## src/logic/flags_pkg.sv

```systemverilog
// Notes on behaviour
// - Set direction flag makes strings walk downward
// - Set/clear direction ops touch only that flag
// - Single-step traps while its flag is set
// - Maskable interrupts taken only with accept flag
// - I/O allowed when privilege level <= field
// - Pop/return change I/O field only at level 0
// - Nested task flag follows task link state
// - Resume flag suppresses debug exceptions
// - Virtual mode flag selects legacy virtual mode
// - Alignment check needs mask enable and flag
// - Supervisor user access allowed with flag or with prevention off
// - Virtual interrupt flag used only with extensions
// - Pending flag written by software only
// - Feature query flag writable when supported
// - Extended flags: upper half reserved zero
// - Offset advances by length, loads on transfers
// - Offset seen only via call, loaded via return
// - Long mode: 64-bit offset, relative addressing
// - Protected mode default size from segment flag
// - Real, virtual, management modes default 16-bit
// - Address size sets offset width and reach outside long mode
// - Prefixes toggle size for one instruction only
// - Reset loads flags with only bit 1 set
package flags_pkg;

  // Flag bit positions
  localparam int unsigned POS_RESERVED_ONE = 1;
  localparam int unsigned POS_SINGLE_STEP  = 8;
  localparam int unsigned POS_INTR_ACCEPT  = 9;
  localparam int unsigned POS_STRING_DIR   = 10;
  localparam int unsigned POS_IO_PRIV_LO   = 12;
  localparam int unsigned POS_IO_PRIV_HI   = 13;
  localparam int unsigned POS_NESTED_TASK  = 14;
  localparam int unsigned POS_DEBUG_RESUME = 16;
  localparam int unsigned POS_VIRT_MODE    = 17;
  localparam int unsigned POS_ALIGN_CHECK  = 18;
  localparam int unsigned POS_VIRT_INTR    = 19;
  localparam int unsigned POS_VIRT_PENDING = 20;
  localparam int unsigned POS_FEATURE_QRY  = 21;

  // Reset value and bits that pop and return may load
  localparam logic [31:0] FLAGS_RESET      = 32'h0000_0002;
  localparam logic [31:0] POP_MASK         = 32'h0024_7700;
  localparam logic [31:0] RET_EXTRA_MASK   = 32'h001B_0000;
  localparam logic [31:0] IO_PRIV_MASK     = 32'h0000_3000;
  localparam logic [31:0] FEATURE_QRY_MASK = 32'h0020_0000;

  // Offset masks per address size
  localparam logic [63:0] OFFSET_MASK_16   = 64'h0000_0000_0000_FFFF;
  localparam logic [63:0] OFFSET_MASK_32   = 64'h0000_0000_FFFF_FFFF;
  localparam logic [63:0] OFFSET_MASK_64   = 64'hFFFF_FFFF_FFFF_FFFF;
  localparam logic [63:0] OFFSET_RESET     = 64'h0000_0000_0000_0000;

  // Least privileged level, used for user-mode accesses
  localparam logic [1:0]  USER_LEVEL       = 2'h3;
  localparam logic [1:0]  KERNEL_LEVEL     = 2'h0;

  // Retired operation classes
  typedef enum logic [3:0] {
    OP_PLAIN     = 4'h0,
    OP_SET_DIR   = 4'h1,
    OP_CLEAR_DIR = 4'h2,
    OP_FLAGS_POP = 4'h3,
    OP_INT_RET   = 4'h4,
    OP_JUMP      = 4'h5,
    OP_CALL      = 4'h6,
    OP_RETURN    = 4'h7,
    OP_TASK_LINK = 4'h8,
    OP_TASK_FREE = 4'h9
  } retire_op_t;

  // Operating modes
  typedef enum logic [1:0] {
    MODE_REAL      = 2'h0,
    MODE_PROTECTED = 2'h1,
    MODE_SYS_MGMT  = 2'h2,
    MODE_LONG      = 2'h3
  } cpu_mode_t;

  // Address mask for a given size pair
  function automatic logic [63:0] offset_mask(input logic long_mode, input logic addr_32);
    if (long_mode) begin
      offset_mask = OFFSET_MASK_64;
    end else if (addr_32) begin
      offset_mask = OFFSET_MASK_32;
    end else begin
      offset_mask = OFFSET_MASK_16;
    end
  endfunction : offset_mask

endpackage : flags_pkg

```

## src/logic/size_attr_if.sv

```systemverilog
`timescale 1ns/1ns
interface size_attr_if;
  import flags_pkg::*;
  cpu_mode_t   mode;
  logic        virt_mode;
  logic        cs_default_32;
  logic        prefix_operand;
  logic        prefix_address;
  logic        operand_32;
  logic        address_32;
  logic [63:0] mask;

  modport resolver (
    input  mode, virt_mode, cs_default_32, prefix_operand, prefix_address,
    output operand_32, address_32, mask
  );
  modport consumer (
    input  mode, operand_32, address_32, mask
  );
endinterface : size_attr_if

```

## src/logic/flags_ip_size_attributes.sv

```systemverilog
`timescale 1ns/1ns
module flags_ip_size_attributes
  import flags_pkg::*;
#(
  parameter logic FEATURE_QUERY_SUPPORTED = 1'b1
)
(
  input  wire logic        SYS_CLK_I,
  input  wire logic        RST_N_I,
  input  wire logic        RETIRE_I,
  input  wire logic [3:0]  OP_I,
  input  wire logic [3:0]  LENGTH_I,
  input  wire logic [63:0] TARGET_I,
  input  wire logic [31:0] POP_FLAGS_I,
  input  wire logic [31:0] DISP_I,
  input  wire logic [1:0]  CURRENT_PRIVILEGE_LEVEL_I,
  input  wire logic [1:0]  MODE_I,
  input  wire logic        CS_DEFAULT_32_I,
  input  wire logic        PREFIX_OPERAND_I,
  input  wire logic        PREFIX_ADDRESS_I,
  input  wire logic        ALIGN_MASK_ENABLE_I,
  input  wire logic        USER_ACCESS_PREVENT_I,
  input  wire logic        VIRT_MODE_EXT_I,
  input  wire logic        INTR_REQ_I,
  input  wire logic        DEBUG_EXC_I,
  output logic      [63:0] FLAGS_O,
  output logic             STRING_DECREMENT_O,
  output logic             SINGLE_STEP_TRAP_O,
  output logic             INTR_TAKE_O,
  output logic             IO_ACCESS_OK_O,
  output logic             DEBUG_EXC_TAKE_O,
  output logic             VIRTUAL_MODE_O,
  output logic             ALIGN_CHECK_EN_O,
  output logic             SUPV_USER_ACCESS_OK_O,
  output logic             VIRT_INTR_SIGNAL_O,
  output logic             OPERAND_32_O,
  output logic             ADDRESS_32_O,
  output logic      [63:0] OFFSET_O,
  output logic      [63:0] RETURN_PTR_O,
  output logic      [63:0] REL_ADDR_O
);

  retire_op_t  op;
  logic [31:0] flags;
  logic        step_trap;
  wire  [31:0] next_flags;
  wire  [31:0] pop_mask;
  wire  [31:0] int_ret_mask;
  wire  [31:0] load_mask;
  wire         at_kernel;
  wire         do_pop;
  wire         do_int_ret;
  wire         string_dir;
  wire         single_step;
  wire         intr_accept;
  wire         debug_resume;
  wire         virt_mode;
  wire         align_flag;
  wire         virt_intr;
  wire         virt_pending;
  wire  [1:0]  io_priv;

  size_attr_if attr ();

  assign op = retire_op_t'(OP_I);

  // Field views of the flags register
  assign string_dir   = flags[POS_STRING_DIR];
  assign single_step  = flags[POS_SINGLE_STEP];
  assign intr_accept  = flags[POS_INTR_ACCEPT];
  assign debug_resume = flags[POS_DEBUG_RESUME];
  assign virt_mode    = flags[POS_VIRT_MODE];
  assign align_flag   = flags[POS_ALIGN_CHECK];
  assign virt_intr    = flags[POS_VIRT_INTR];
  assign virt_pending = flags[POS_VIRT_PENDING];
  assign io_priv      = flags[POS_IO_PRIV_HI:POS_IO_PRIV_LO];

  // Which bits a pop or interrupt return may load
  assign at_kernel    = (CURRENT_PRIVILEGE_LEVEL_I == KERNEL_LEVEL);
  assign do_pop       = RETIRE_I && (op == OP_FLAGS_POP);
  assign do_int_ret   = RETIRE_I && (op == OP_INT_RET);
  assign pop_mask     = (POP_MASK & ~(at_kernel ? 32'h0000_0000 : IO_PRIV_MASK))
                        & ~(FEATURE_QUERY_SUPPORTED ? 32'h0000_0000 : FEATURE_QRY_MASK);
  assign int_ret_mask = pop_mask | (at_kernel ? RET_EXTRA_MASK : 32'h0000_0000);
  assign load_mask    = do_int_ret ? int_ret_mask : (do_pop ? pop_mask : 32'h0000_0000);

  // Next flags value from the retiring operation
  function automatic logic [31:0] step_flags(input logic [31:0] cur, input logic [31:0] mask,
                                             input logic [31:0] src, input retire_op_t kind,
                                             input logic valid);
    logic [31:0] res;
    res = (cur & ~mask) | (src & mask);
    if (valid) begin
      unique case (kind)
        OP_SET_DIR:   res[POS_STRING_DIR]  = 1'b1;
        OP_CLEAR_DIR: res[POS_STRING_DIR]  = 1'b0;
        OP_TASK_LINK: res[POS_NESTED_TASK] = 1'b1;
        OP_TASK_FREE: res[POS_NESTED_TASK] = 1'b0;
        OP_PLAIN, OP_JUMP, OP_CALL, OP_RETURN: res[POS_DEBUG_RESUME] = 1'b0;
        default: res = res;
      endcase
    end
    res = (res & ~FLAGS_RESET & 32'h003F_7FFD) | FLAGS_RESET;
    step_flags = res;
  endfunction : step_flags

  assign next_flags = step_flags(flags, load_mask, POP_FLAGS_I, op, RETIRE_I);

  // Flags register
  always_ff @(posedge SYS_CLK_I or negedge RST_N_I) begin
    if (!RST_N_I) begin
      flags <= FLAGS_RESET;
    end else begin
      flags <= next_flags;
    end
  end

  // Single-step trap after each retired instruction while stepping
  always_ff @(posedge SYS_CLK_I or negedge RST_N_I) begin
    if (!RST_N_I) begin
      step_trap <= 1'b0;
    end else begin
      step_trap <= RETIRE_I && single_step;
    end
  end

  // Size attribute resolution
  assign attr.mode           = cpu_mode_t'(MODE_I);
  assign attr.virt_mode      = virt_mode;
  assign attr.cs_default_32  = CS_DEFAULT_32_I;
  assign attr.prefix_operand = PREFIX_OPERAND_I;
  assign attr.prefix_address = PREFIX_ADDRESS_I;

  size_resolver u_size (
    .attr (attr.resolver)
  );

  offset_unit u_offset (
    .clk_i        (SYS_CLK_I),
    .rst_n_i      (RST_N_I),
    .retire_i     (RETIRE_I),
    .op_i         (op),
    .length_i     (LENGTH_I),
    .target_i     (TARGET_I),
    .disp_i       (DISP_I),
    .attr         (attr.consumer),
    .offset_o     (OFFSET_O),
    .return_ptr_o (RETURN_PTR_O),
    .rel_addr_o   (REL_ADDR_O)
  );

  // Gating outputs derived from the flags
  assign FLAGS_O               = {32'h0000_0000, flags};
  assign STRING_DECREMENT_O    = string_dir;
  assign SINGLE_STEP_TRAP_O    = step_trap;
  assign INTR_TAKE_O           = INTR_REQ_I && intr_accept;
  assign IO_ACCESS_OK_O        = (CURRENT_PRIVILEGE_LEVEL_I <= io_priv);
  assign DEBUG_EXC_TAKE_O      = DEBUG_EXC_I && !debug_resume;
  assign VIRTUAL_MODE_O        = virt_mode && (attr.mode == MODE_PROTECTED);
  assign ALIGN_CHECK_EN_O      = ALIGN_MASK_ENABLE_I && align_flag && (CURRENT_PRIVILEGE_LEVEL_I == USER_LEVEL);
  assign SUPV_USER_ACCESS_OK_O = !USER_ACCESS_PREVENT_I || align_flag;
  assign VIRT_INTR_SIGNAL_O    = VIRT_MODE_EXT_I && virt_intr && virt_pending;
  assign OPERAND_32_O          = attr.operand_32;
  assign ADDRESS_32_O          = attr.address_32;

endmodule : flags_ip_size_attributes

```

## src/logic/size_resolver.sv

```systemverilog
`timescale 1ns/1ns
module size_resolver
  import flags_pkg::*;
(
  size_attr_if.resolver attr
);

  wire long_mode;
  wire protected_32;
  wire default_32;

  // Default size from mode and code segment flag
  assign long_mode    = (attr.mode == MODE_LONG);
  assign protected_32 = (attr.mode == MODE_PROTECTED) && !attr.virt_mode && attr.cs_default_32;
  assign default_32   = protected_32 || long_mode;

  // Prefixes flip the size of the current instruction only
  assign attr.operand_32 = default_32 ^ attr.prefix_operand;
  assign attr.address_32 = default_32 ^ attr.prefix_address;
  assign attr.mask       = offset_mask(long_mode, attr.address_32);

endmodule : size_resolver

```

## src/logic/offset_unit.sv

```systemverilog
`timescale 1ns/1ns
module offset_unit
  import flags_pkg::*;
(
  input  wire logic        clk_i,
  input  wire logic        rst_n_i,
  input  wire logic        retire_i,
  input  retire_op_t       op_i,
  input  wire logic [3:0]  length_i,
  input  wire logic [63:0] target_i,
  input  wire logic [31:0] disp_i,
  size_attr_if.consumer    attr,
  output logic      [63:0] offset_o,
  output logic      [63:0] return_ptr_o,
  output logic      [63:0] rel_addr_o
);

  logic [63:0] offset;
  logic [63:0] return_ptr;
  logic [63:0] rel_addr;
  wire  [63:0] next_seq;
  wire  [63:0] next_offset;
  wire         transfer;

  // Sequential successor, wrapped to the current address width
  assign next_seq    = (offset + {60'h0, length_i}) & attr.mask;
  assign transfer    = (op_i == OP_JUMP) || (op_i == OP_CALL) ||
                       (op_i == OP_RETURN) || (op_i == OP_INT_RET);
  assign next_offset = transfer ? (target_i & attr.mask) : next_seq;

  // Offset register, moved only by retirement
  always_ff @(posedge clk_i or negedge rst_n_i) begin
    if (!rst_n_i) begin
      offset <= OFFSET_RESET;
    end else if (retire_i) begin
      offset <= next_offset;
    end
  end

  // Return pointer captured only by a call
  always_ff @(posedge clk_i or negedge rst_n_i) begin
    if (!rst_n_i) begin
      return_ptr <= OFFSET_RESET;
    end else if (retire_i && (op_i == OP_CALL)) begin
      return_ptr <= next_seq;
    end
  end

  // Relative address from the end of the current instruction
  always_ff @(posedge clk_i or negedge rst_n_i) begin
    if (!rst_n_i) begin
      rel_addr <= OFFSET_RESET;
    end else begin
      rel_addr <= (next_seq + {{32{disp_i[31]}}, disp_i}) & attr.mask;
    end
  end

  assign offset_o     = offset;
  assign return_ptr_o = return_ptr;
  assign rel_addr_o   = rel_addr;

endmodule : offset_unit

```

## config.mk

```make
export PLATFORM = sky130hd
export DESIGN_NAME = flags_ip_size_attributes
export DESIGN_NICKNAME = d
export VERILOG_FILES = /design/src/logic/flags_pkg.sv /design/src/logic/size_attr_if.sv /design/src/logic/flags_ip_size_attributes.sv /design/src/logic/size_resolver.sv /design/src/logic/offset_unit.sv
export SDC_FILE = /design/constraint.sdc
export NUM_CORES = 1
export LEC_CHECK = 0
export ABC_AREA = 1
export BUFFER_PORTS_ARGS = -buffer_cell sky130_fd_sc_hd__buf_4
export CAP_MARGIN = 20
export CELL_PAD_IN_SITES_DETAIL_PLACEMENT = 1
export CELL_PAD_IN_SITES_GLOBAL_PLACEMENT = 2
export CORE_MARGIN = 2
export CORE_UTILIZATION = 28
export CTS_BUF_LIST = sky130_fd_sc_hd__clkbuf_16
export DETAILED_ROUTE_END_ITERATION = 12
export GPL_ROUTABILITY_DRIVEN = 0
export GPL_TIMING_DRIVEN = 0
export PLACE_DENSITY_LB_ADDON = 0.1
export SYNTH_ARGS = -nofsm -noshare
export SYNTH_HDL_FRONTEND = slang
export SYNTH_SLANG_ARGS = --single-unit
```

## constraint.sdc

```tcl
create_clock -name SYS_CLK_I -period 4 [get_ports SYS_CLK_I]
set_clock_uncertainty 0.2 [all_clocks]
set_input_delay 0.8 -clock SYS_CLK_I [delete_from_list [all_inputs] [get_ports SYS_CLK_I]]
set_output_delay 0.8 -clock SYS_CLK_I [all_outputs]
set_load 0.01 [all_outputs]
```

==> results.md, run 1 <==
* Synth Register Bits at 205
* Overall Global Routing Usage at 27.2%
* Syn Area/Cell at 6.51 sq um
* Pwr dens at 385 mW/mm^2
* WL per Instance at 22.4 microns
* Initial antenna violation count at 1
* Die Ht at 241 microns
* Fin nets at 3133
* Failing checks: negative setup slack
* H-Tree Depth at 1
* Final period utilization at 100%
* Die width at 241 microns
* Nature of the critical path endpoint: register
* Number of global-route vias before repair at 18089
* Main combinational cell family by area after synthesis: simple AND/OR/NAND/NOR gates
* P&R area growth vs syn at 47.8%
* Clock Path Buffers at 3
* Share of cells above drive strength 1 at 35.3%
* XOR/XNOR Fraction of Synth Area at 2.50%
* Unrepaired setup endpoints after global routing: true
* Post-synthesis compound-gate area fraction at 12.6%
* Worst Path Required at 4.26 ns
* # port buffers at 344
* Clock slew at reported path FFs at 0.07 ns
* Critical path startpoint: u_offset.offset_o[16]
* Ant diodes at 0
* Ys flop type: dfrtp_1
* Clk sink count at 205
* TNS Setup at -0.0123 ns
* Overall power at 8.98 mW
* IO Pins at 418
* Synthesized cell area at 0.0158 sq mm
* Gate Count Post-Synth at 2421
* Routed WL at 82400 microns
* Final Instance Area at 0.0233 sq mm
* Crit path arrival time at 4.27 ns
* Std cell rows at 86
* Congestion Overflow GR at 0
* Hold Path Class: in2async
* Reg2reg start: u_offset.offset_o[16]
* Final HPWL DP at 66400 microns
* Die area at 0.0582 sq mm
* Setup WS pre-CTS at -1.52 ns
* Highest Clock Rate at 249 MHz
* First-pass GRT wire length at 117000 microns
* Number of synthesized flops with an enable pin at 0
* Worst-skew pair later-pin latency at 0.59 ns
* Post-synthesis mux area share at 0.492%
* Fin crit period at 4.01 ns
* DRT Pass-1 Iters at 5
* DRT iter0 DRCs at 1076
* Cell Area, Placed at 0.0195 sq mm
* MaxCap Viol Count at 0
* Largest net degree at the start of global routing at 117
* CTS Root Cell: clkbuf_16
* Via/cell ratio at 4.95
* Post-route ant nets at 0
* # setup viols final at 1
* Post-synthesis adder-cell area fraction at 5.73%
* VDD IR-drop max at 317 uV
* CTS Hold Bufs at 0
* Worst hold slack at 0.0121 ns
* Max-slew violation count at 0
* CP max FO at 6
* Initial Util at 28.5%
* Post-synthesis sequential area ratio at 32.5%
* Cell variety after synth at 54
* Vias at 18219
* Path type of the worst setup path: reg2reg
* Leak at 11.3 nW
* Remaining DRCs at 0
* Final hold vios at 0
* Slew headroom at 21.0%
* Startpoint types: register
* CTS buffer count at 26
* Core area at 0.0554 sq mm
* Worst slew pin tran at 1.18 ns
* Status: finished, violations left
* Simple-Gate Fraction of Synth Area at 34.5%
* CTS tree: yes
* Setup slack after layout at -0.0123 ns
* Post-synth ARST share at 100%
* Synthesis Warnings at 0
## final timing paths
| check | endpoint | slack (ns) | cells past startpoint |
|---|---|---|---|
| max in group asynchronous | u_offset.offset_o[28] | 2.48 | 2 |
| hold / removal | u_offset.offset_o[3] | 0.01 | 1 |
| setup reg to reg | u_offset.rel_addr_o[54] | -0.01 | 19 |
| min in group SYS_CLK_I | u_offset.offset_o[2] | 0.21 | 3 |
| setup / recovery | u_offset.rel_addr_o[54] | -0.01 | 19 |
| hold reg to reg | u_offset.return_ptr_o[5] | 0.29 | 2 |
## synth_stat cells (all sizes together) (2+ instances only)
| master | count | share of area, % |
|---|---|---|
| xnor2 | 20 | 1.1 |
| conb | 2 | 0.048 |
| xor2 | 25 | 1.4 |
| a21oi | 134 | 4.3 |
| nand3 | 169 | 5.5 |
| mux2 | 6 | 0.43 |
| o22ai | 6 | 0.24 |
| o21a | 4 | 0.19 |
| clkinv | 2 | 0.048 |
| a21o | 4 | 0.19 |
| fa | 2 | 0.25 |
| a21boi | 2 | 0.095 |
| a31oi | 8 | 0.32 |
| o21ai | 159 | 5.2 |
| nand4 | 28 | 1.1 |
| inv | 322 | 7.7 |
| nand3b | 4 | 0.19 |
| nor2 | 329 | 8.3 |
| o211ai | 11 | 0.52 |
| and3 | 2 | 0.079 |
| nor4 | 5 | 0.20 |
| a22oi | 7 | 0.33 |
| clkbuf | 31 | 0.74 |
| buf | 72 | 3.2 |
| o221ai | 2 | 0.11 |
| ha | 69 | 5.5 |
| nand2 | 723 | 17 |
| o21bai | 20 | 0.95 |
| dfrtp | 205 | 33 |
| nor3 | 35 | 1.3 |
| or2 | 7 | 0.28 |
## layout by cell type, fill, tap and decap left out, types with 7 or more instances in the layout
master and n:
o21ai_1 56, dfrtp_2 15, nor2_4 60, conb_1 52, nand3_4 16, xnor2_1 14
nor3_2 9, o21bai_2 7, clkbuf_1 31, a31oi_1 8, inv_1 282, nor3_4 7
nand3_1 118, clkbuf_16 26, a21oi_2 53, a21oi_4 10, o21bai_1 13, ha_4 33
o211ai_1 11, buf_2 12, nand2_1 628, nor2_2 82, inv_2 40, nand2_2 71
dfrtp_1 190, nand3_2 35, ha_2 10, o21ai_2 8, buf_4 457, o21ai_0 94
nor2_1 187, a21oi_1 71, nand2_4 21, ha_1 26, nand4_1 28, nor3_1 19
xor2_1 19, a22oi_1 7
## stage by stage
stage                     utilization [%]  cells
after floorplan                         -   2471
after global placement               35.1   3563
after detailed placement             35.2   3564
after CTS                            38.8   3636
after global routing                 42.0   3677
final                                42.0   3677
## cell type report
class	instances	area, sq um
buffer	103	616
sequential	205	5150
timing repair buffer	412	3200
tap	748	936
inverter	324	1240
clock inverter	20	144
clock buffer	26	651
fill	6953	32100
multi-input combinational	1839	11400
## state kept, by name (all words and copies together) (netlist names), named ones only
| name | flops |
|---|---|
| SINGLE_STEP_TRAP_O | 1 |
| u_offset.rel_addr_o | 64 |
| flags | 3 |
| u_offset.offset_o | 64 |
| u_offset.return_ptr_o | 64 |
## report_power, final
group | internal [mW] | leakage, nW | total [mW] | switching (mW)
Clock | 1.25 | 0.408 | 2.27 | 1.03
Sequential | 2.45 | 2.63 | 2.83 | 0.378
Combinational | 1.53 | 8.28 | 3.88 | 2.34
## timing repair
action                     4_1_cts  5_1_grt
pin swaps                       41      102
setup buffers                   26       41
resized for setup              245      398
setup endpoints to repair       53       44
## per-layer routing
metal | vias to the layer above | share of wire (%) | global-route usage [%]
li1 | 8628 | - | -
met1 | 8910 | 46 | 38.2
met2 | 579 | 45 | 44.2
met3 | 100 | 5.9 | 3.87
met4 | 2 | 2.7 | 6.36
met5 | - | 0.011 | 0
## cells by family after synthesis
logic type,Yosys count
AND/OR/NAND/NOR,1305
other,2
XOR/XNOR,45
flip-flops,205
buffers and inverters,427
adder cells (fa/ha/maj),71
multiplexers,7
AO/OA/AOI/OAI,359
## critical path, stage by stage (launching register included)
cell,delay [ns]
dfrtp_2,0.48
nand2_1,0.14
nor2_2,0.24
and2_1,0.26
nand3_1,0.15
nor2_4,0.24
nor2_1,0.06
or2_4,0.30
inv_1,0.16
ha_4,0.25
a21oi_1,0.28
o21ai_1,0.17
nand2_1,0.10
nand2_2,0.10
a21oi_2,0.27
nor2_1,0.08
nor2_1,0.17
nand3_1,0.09
nand2_1,0.07
nor2_1,0.05
Note: power is estimated with default switching activity, not from simulation.
==> run 2, diff against run 1 <==
- BUFFER_PORTS_ARGS: -buffer_cell sky130_fd_sc_hd__buf_4 -> unset
- CORE_UTILIZATION: 28 -> 34
- CTS_BUF_LIST: sky130_fd_sc_hd__clkbuf_16 -> unset
- DONT_BUFFER_PORTS: unset -> 1
- SKIP_CTS_REPAIR_TIMING: unset -> 1
==> run 2 against run 1 <==
Against the previous run: worst hold slack got worse by 0.29 ns; the flow finishes with violations (negative hold slack, negative setup slack); sequential cell count is the same; cell area down 14%; clock power increased by 13%; register-to-register slack got worse by 0.04 ns; global-route usage rose by 3.1 points; die area down 17%; final cell count decreased by 14%; critical path depth increased by 5; non-clock buffer count decreased by 363; via count down 7.5%.
==> results.md, run 2 (synthesis results as in run 1) <==
* Status: finished, violations left
* Failing checks: negative hold slack, negative setup slack
* Overall power at 8.42 mW
* Die width at 219 microns
* Fin nets at 2770
* CTS Root Cell: clkbuf_16
* CTS tree: yes
* Worst slew pin tran at 1.06 ns
* Pwr dens at 419 mW/mm^2
* Initial antenna violation count at 1
* Routed WL at 76600 microns
* Remaining DRCs at 0
* Via/cell ratio at 5.32
* Final HPWL DP at 61400 microns
* Std cell rows at 78
* Overall Global Routing Usage at 30.4%
* Clock slew at reported path FFs at 0.06 ns
* FILL cells at 5741
* Path type of the worst setup path: reg2reg
* Most frequent cells in the layout: nand2_1, inv_1, nor2_1
* # port buffers at 0
* # setup viols final at 4
* Unrepaired setup endpoints after global routing: true
* Share of cells above drive strength 1 at 25.1%
* Startpoint types: register
* Number of global-route vias before repair at 16480
* VDD IR-drop max at 418 uV
* CP max FO at 5
* Setup slack after layout at -0.0475 ns
* Worst Path Required at 4.25 ns
* Core area at 0.0456 sq mm
* IO Pins at 418
* Nature of the critical path endpoint: register
* Slew headroom at 29.6%
* Post-route ant nets at 0
* Worst-skew pair later-pin latency at 0.58 ns
* Commonest non-fill, non-tap cell in the layout: nand2_1
* Worst hold slack at -0.281 ns
* Die area at 0.0481 sq mm
* DRT Pass-1 Iters at 7
* Congestion Overflow GR at 0
* TNS Setup at -0.111 ns
* P&R area growth vs syn at 27.3%
* Leak at 9.32 nW
* DRT iter0 DRCs at 1238
* H-Tree Depth at 1
* Max-slew violation count at 0
* Largest net degree at the start of global routing at 206
* WL per Instance at 24.2 microns
* Crit path arrival time at 4.29 ns
* Final period utilization at 101%
* Clk sink count at 205
* Clock Path Buffers at 3
* Fin crit period at 4.05 ns
* Vias at 16845
* CTS buffer count at 26
* Initial Util at 34.6%
* Highest Clock Rate at 247 MHz
* Final core occ at 44.1%
* R2R Setup Slk at -0.05 ns
* R2R depth at 24
* MaxCap Viol Count at 0
* First-pass GRT wire length at 107000 microns
* Reg2reg start: u_offset.offset_o[0]
* Hold Path Class: in2async
* Die Ht at 219 microns
* R2R Path End: u_offset.rel_addr_o[51]
* Final hold vios at 205
[run 2: cell count changes in the layout (fill, tap and decap cells not counted), moves of 9 or more]
cell and delta:
o21ai_1 -13, o21ai_0 +9, nand2_2 -17, dfrtp_2 +15, nand2_4 -10, nand2_1 +27
dfrtp_1 -15, buf_4 -356
[run 2: layout make-up]
cell class                 count  area (sq um)  area share (%)
tap                          600           751            3.74
sequential                   205          5170            25.7
timing repair buffer          49           393            1.96
multi-input combinational   1839         11000            54.9
clock buffer                  34           732            3.65
antenna                        1          2.50          0.0125
clock inverter                12           171           0.854
inverter                     324          1230            6.14
buffer                       103           617            3.07
[run 2: routing by layer]
layer	track usage [%]	vias to the layer above	share of wire, %
met1	40.7	8278	44
met5	0	-	0
met2	48.2	562	45
met4	8.83	0	3.4
met3	7.51	104	8.0
li1	-	7901	-
[run 2: stage by stage]
stage / std cells / cell area, sq um / hold slack, ns / worst slack [ns]
floorplan: 2471 / 16000 / 0.304 / 0.0482
global placement: 3071 / 16700 / 0.309 / -1.41
detailed placement: 3071 / 16700 / 0.311 / -1.45
CTS: 3117 / 17600 / -0.286 / -1.15
global route: 3167 / 20100 / -0.295 / -0.211
finish: 3167 / 20100 / -0.281 / -0.0475
[run 2: worst max-delay path, cell delays in order, from the launching register on]
cell and delay (ns):
dfrtp_2 0.42, ha_4 0.17, inv_2 0.04, fa_2 0.35, inv_2 0.08, nand3_4 0.08, nand2_8 0.13, nand2_8 0.09
nor2_4 0.22, nand3_4 0.14, inv_2 0.09, nand3_1 0.11, nand3_4 0.13, inv_1 0.10, ha_4 0.27, a21oi_1 0.18
o21ai_1 0.12, nand2_1 0.08, nand3_1 0.16, a21oi_2 0.24, nand2_2 0.10, nor2_4 0.22, nand2_1 0.08, nand2_1 0.08
nor2_2 0.05
[run 2: worst max path at each step]
stage | depth (start not counted) | startpoint | end | slack (ns)
4_1_cts | 24 | u_offset.offset_o[0] | u_offset.rel_addr_o[51] | -1.15
6_report | 24 | u_offset.offset_o[0] | u_offset.rel_addr_o[51] | -0.05
5_1_grt | 24 | u_offset.offset_o[0] | u_offset.rel_addr_o[55] | -0.21
3_5_place_dp | 24 | LENGTH_I[0] | u_offset.rel_addr_o[51] | -1.45
2_1_floorplan | 25 | LENGTH_I[0] | u_offset.rel_addr_o[52] | 0.05
3_3_place_gp | 24 | LENGTH_I[0] | u_offset.rel_addr_o[51] | -1.41
[run 2: power breakdown]
part / leakage, nW / switching, mW / total, mW / internal [mW]
registers: 2.61 / 0.600 / 3.05 / 2.45
logic: 6.26 / 1.84 / 2.80 / 0.960
clock network: 0.448 / 1.03 / 2.57 / 1.54
total: 9.32 / 3.47 / 8.42 / 4.96
==> run 3, diff against run 2 <==
- CORE_ASPECT_RATIO: unset -> 1.2
==> run 3 against run 2 <==
Against the previous run: the run still ends with negative hold slack, negative setup slack left; sequential power about the same; cell area up 0.82%; routed wire length up 0.79%; sequential cell count unchanged; global-route usage about the same; first-iteration DRC count down 43%; largest cell class unchanged.
==> results.md, run 3 (synthesis results as in run 1) <==
* Final core occ at 44.2%
* Failing checks: negative hold slack, negative setup slack
* Nature of the critical path endpoint: register
* Unrepaired setup endpoints after global routing: true
* Startpoint types: register
* Clock slew at reported path FFs at 0.06 ns
* Final HPWL DP at 61500 microns
* Reg2reg start: u_offset.offset_o[0]
* VDD IR-drop max at 256 uV
* Worst Path Required at 4.23 ns
* Switching pwr at 3.44 mW
* Highest Clock Rate at 246 MHz
* Most frequent cells in the layout: nand2_1, inv_1, nor2_1
* P&R area growth vs syn at 28.4%
* Clock Path Buffers at 3
* Initial Util at 34.4%
* DRT iter0 DRCs at 702
* Remaining DRCs at 0
* CP max stage cell: dfrtp_2
* CTS Root Cell: clkbuf_16
* Cell Chain, Critical Path: ha_4 > inv_2 > fa_2 > inv_2 > nand3_4 > nand2_8 > nand2_8 > nor2_4 > nand3_4 > nor3_4 > nand2_2 > nand3_4 > inv_2 > ha_4 > a21oi_2 > nand2_1 > a21oi_2 > inv_1 > a21oi_2 > nand2_1 > nor2_4 > nand2_1 > nand2_1 > nor2_2
* Crit path largest cell delay at 0.42 ns
* Die Ht at 240 microns
* Clk network pwr share at 29.6%
* Worst-skew pair later-pin latency at 0.55 ns
* Path type of the worst setup path: reg2reg
* # port buffers at 0
* CTS buffer count at 25
* Critical path startpoint: u_offset.offset_o[0]
* Pwr dens at 416 mW/mm^2
* Via/cell ratio at 5.30
* Fin nets at 2763
* WL per Instance at 24.3 microns
* Fin crit period at 4.07 ns
* R2R Setup Slk at -0.07 ns
* Inst Count DP at 3087
* Number of global-route vias before repair at 17285
* DRT Pass-1 Iters at 5
* Vias at 16839
* Crit path to: u_offset.rel_addr_o[51]
* Non-Filler Instances at 3175
* Top cell by count, worst path: nand2_1
* Leak at 9.35 nW
* Hold Path Class: in2async
* # setup viols final at 8
* Final period utilization at 102%
* H-Tree Depth at 1
* CP max FO at 5
* Overall Global Routing Usage at 30.4%
* R2R Path End: u_offset.rel_addr_o[51]
* Setup slack after layout at -0.0692 ns
* Worst slew pin tran at 1.04 ns
* Clk sink count at 205
* CTS tree: yes
* Final hold vios at 205
* Crit path arrival time at 4.30 ns
* Sw Share at 40.9%
* Largest net degree at the start of global routing at 206
* Slew headroom at 30.4%
* Congestion Overflow GR at 0
* MaxCap Viol Count at 0
* First-pass GRT wire length at 109000 microns
* Share of cells above drive strength 1 at 26.5%
* Overall power at 8.42 mW
* IO Pins at 418
* Routed WL at 77200 microns
* Commonest non-fill, non-tap cell in the layout: nand2_1
* Std cell rows at 86
* Worst hold slack at -0.252 ns
* Internal power at 4.98 mW
* Max-slew violation count at 0
* Comb pwr share at 34.0%
* Seq pwr share at 36.4%
* Die width at 201 microns
* Initial antenna violation count at 4
* R2R depth at 24
* Post-route ant nets at 0
* Die area at 0.0481 sq mm
* Core area at 0.0458 sq mm
* Status: finished, violations left
[run 3: power by group through the flow]
stage / registers (mW) / clock network, mW / logic (mW)
2_1_floorplan: 2.88 / 0 / 1.57
3_3_place_gp: 3.07 / 0 / 2.19
3_5_place_dp: 3.07 / 0 / 2.24
4_1_cts: 3.04 / 2.54 / 2.28
5_1_grt: 3.10 / 2.61 / 3.14
6_report: 3.06 / 2.49 / 2.86
[run 3: layer usage]
layer  vias to the layer above  wire [microns]  GRT usage [%]
met4                         2            4360           15.1
met5                         -              13              0
li1                       7876               -              -
met2                       477           38700           54.7
met3                       170            3980           4.92
met1                      8314           30200           35.0
[run 3: worst min-delay path by stage]
stage | end | slack, ns
after global routing | u_offset.return_ptr_o[35] | -0.27
final | u_offset.offset_o[11] | -0.25
after detailed placement | u_offset.offset_o[11] | 0.31
after CTS | u_offset.offset_o[38] | -0.27
after global placement | u_offset.offset_o[1] | 0.31
after floorplan | SINGLE_STEP_TRAP_O | 0.30
[run 3: critical path, delay by kind of cell (launching register included)]
| family | cells | cell delay, ns |
|---|---|---|
| simple gates | 14 | 1.67 |
| buf+inv | 4 | 0.25 |
| fa+ha+maj | 3 | 0.85 |
| flops | 1 | 0.42 |
| compound gates | 3 | 0.54 |
[run 3: stage by stage]
| step | cell area (sq um) | worst slack [ns] | hold slack, ns | TNS, ns |
|---|---|---|---|---|
| after CTS | 17600 | -1.07 | -0.271 | -37.91 |
| final | 20200 | -0.0692 | -0.252 | -0.211 |
| after global placement | 16700 | -1.34 | 0.310 | -51.81 |
| after global routing | 20200 | -0.247 | -0.272 | -4.28 |
| after floorplan | 16000 | 0.0482 | 0.304 | 0 |
| after detailed placement | 16700 | -1.39 | 0.311 | -54.05 |
[run 3: final cells by class]
class,count,area (sq um)
plain buffers,103,616
inverters,324,1230
fillers,5833,25600
diodes,2,5.00
flip-flops and latches,205,5160
repair buffers,43,352
well taps,616,771
multi-input cells,1839,11200
clock buffers,32,692
clock inverters,11,193
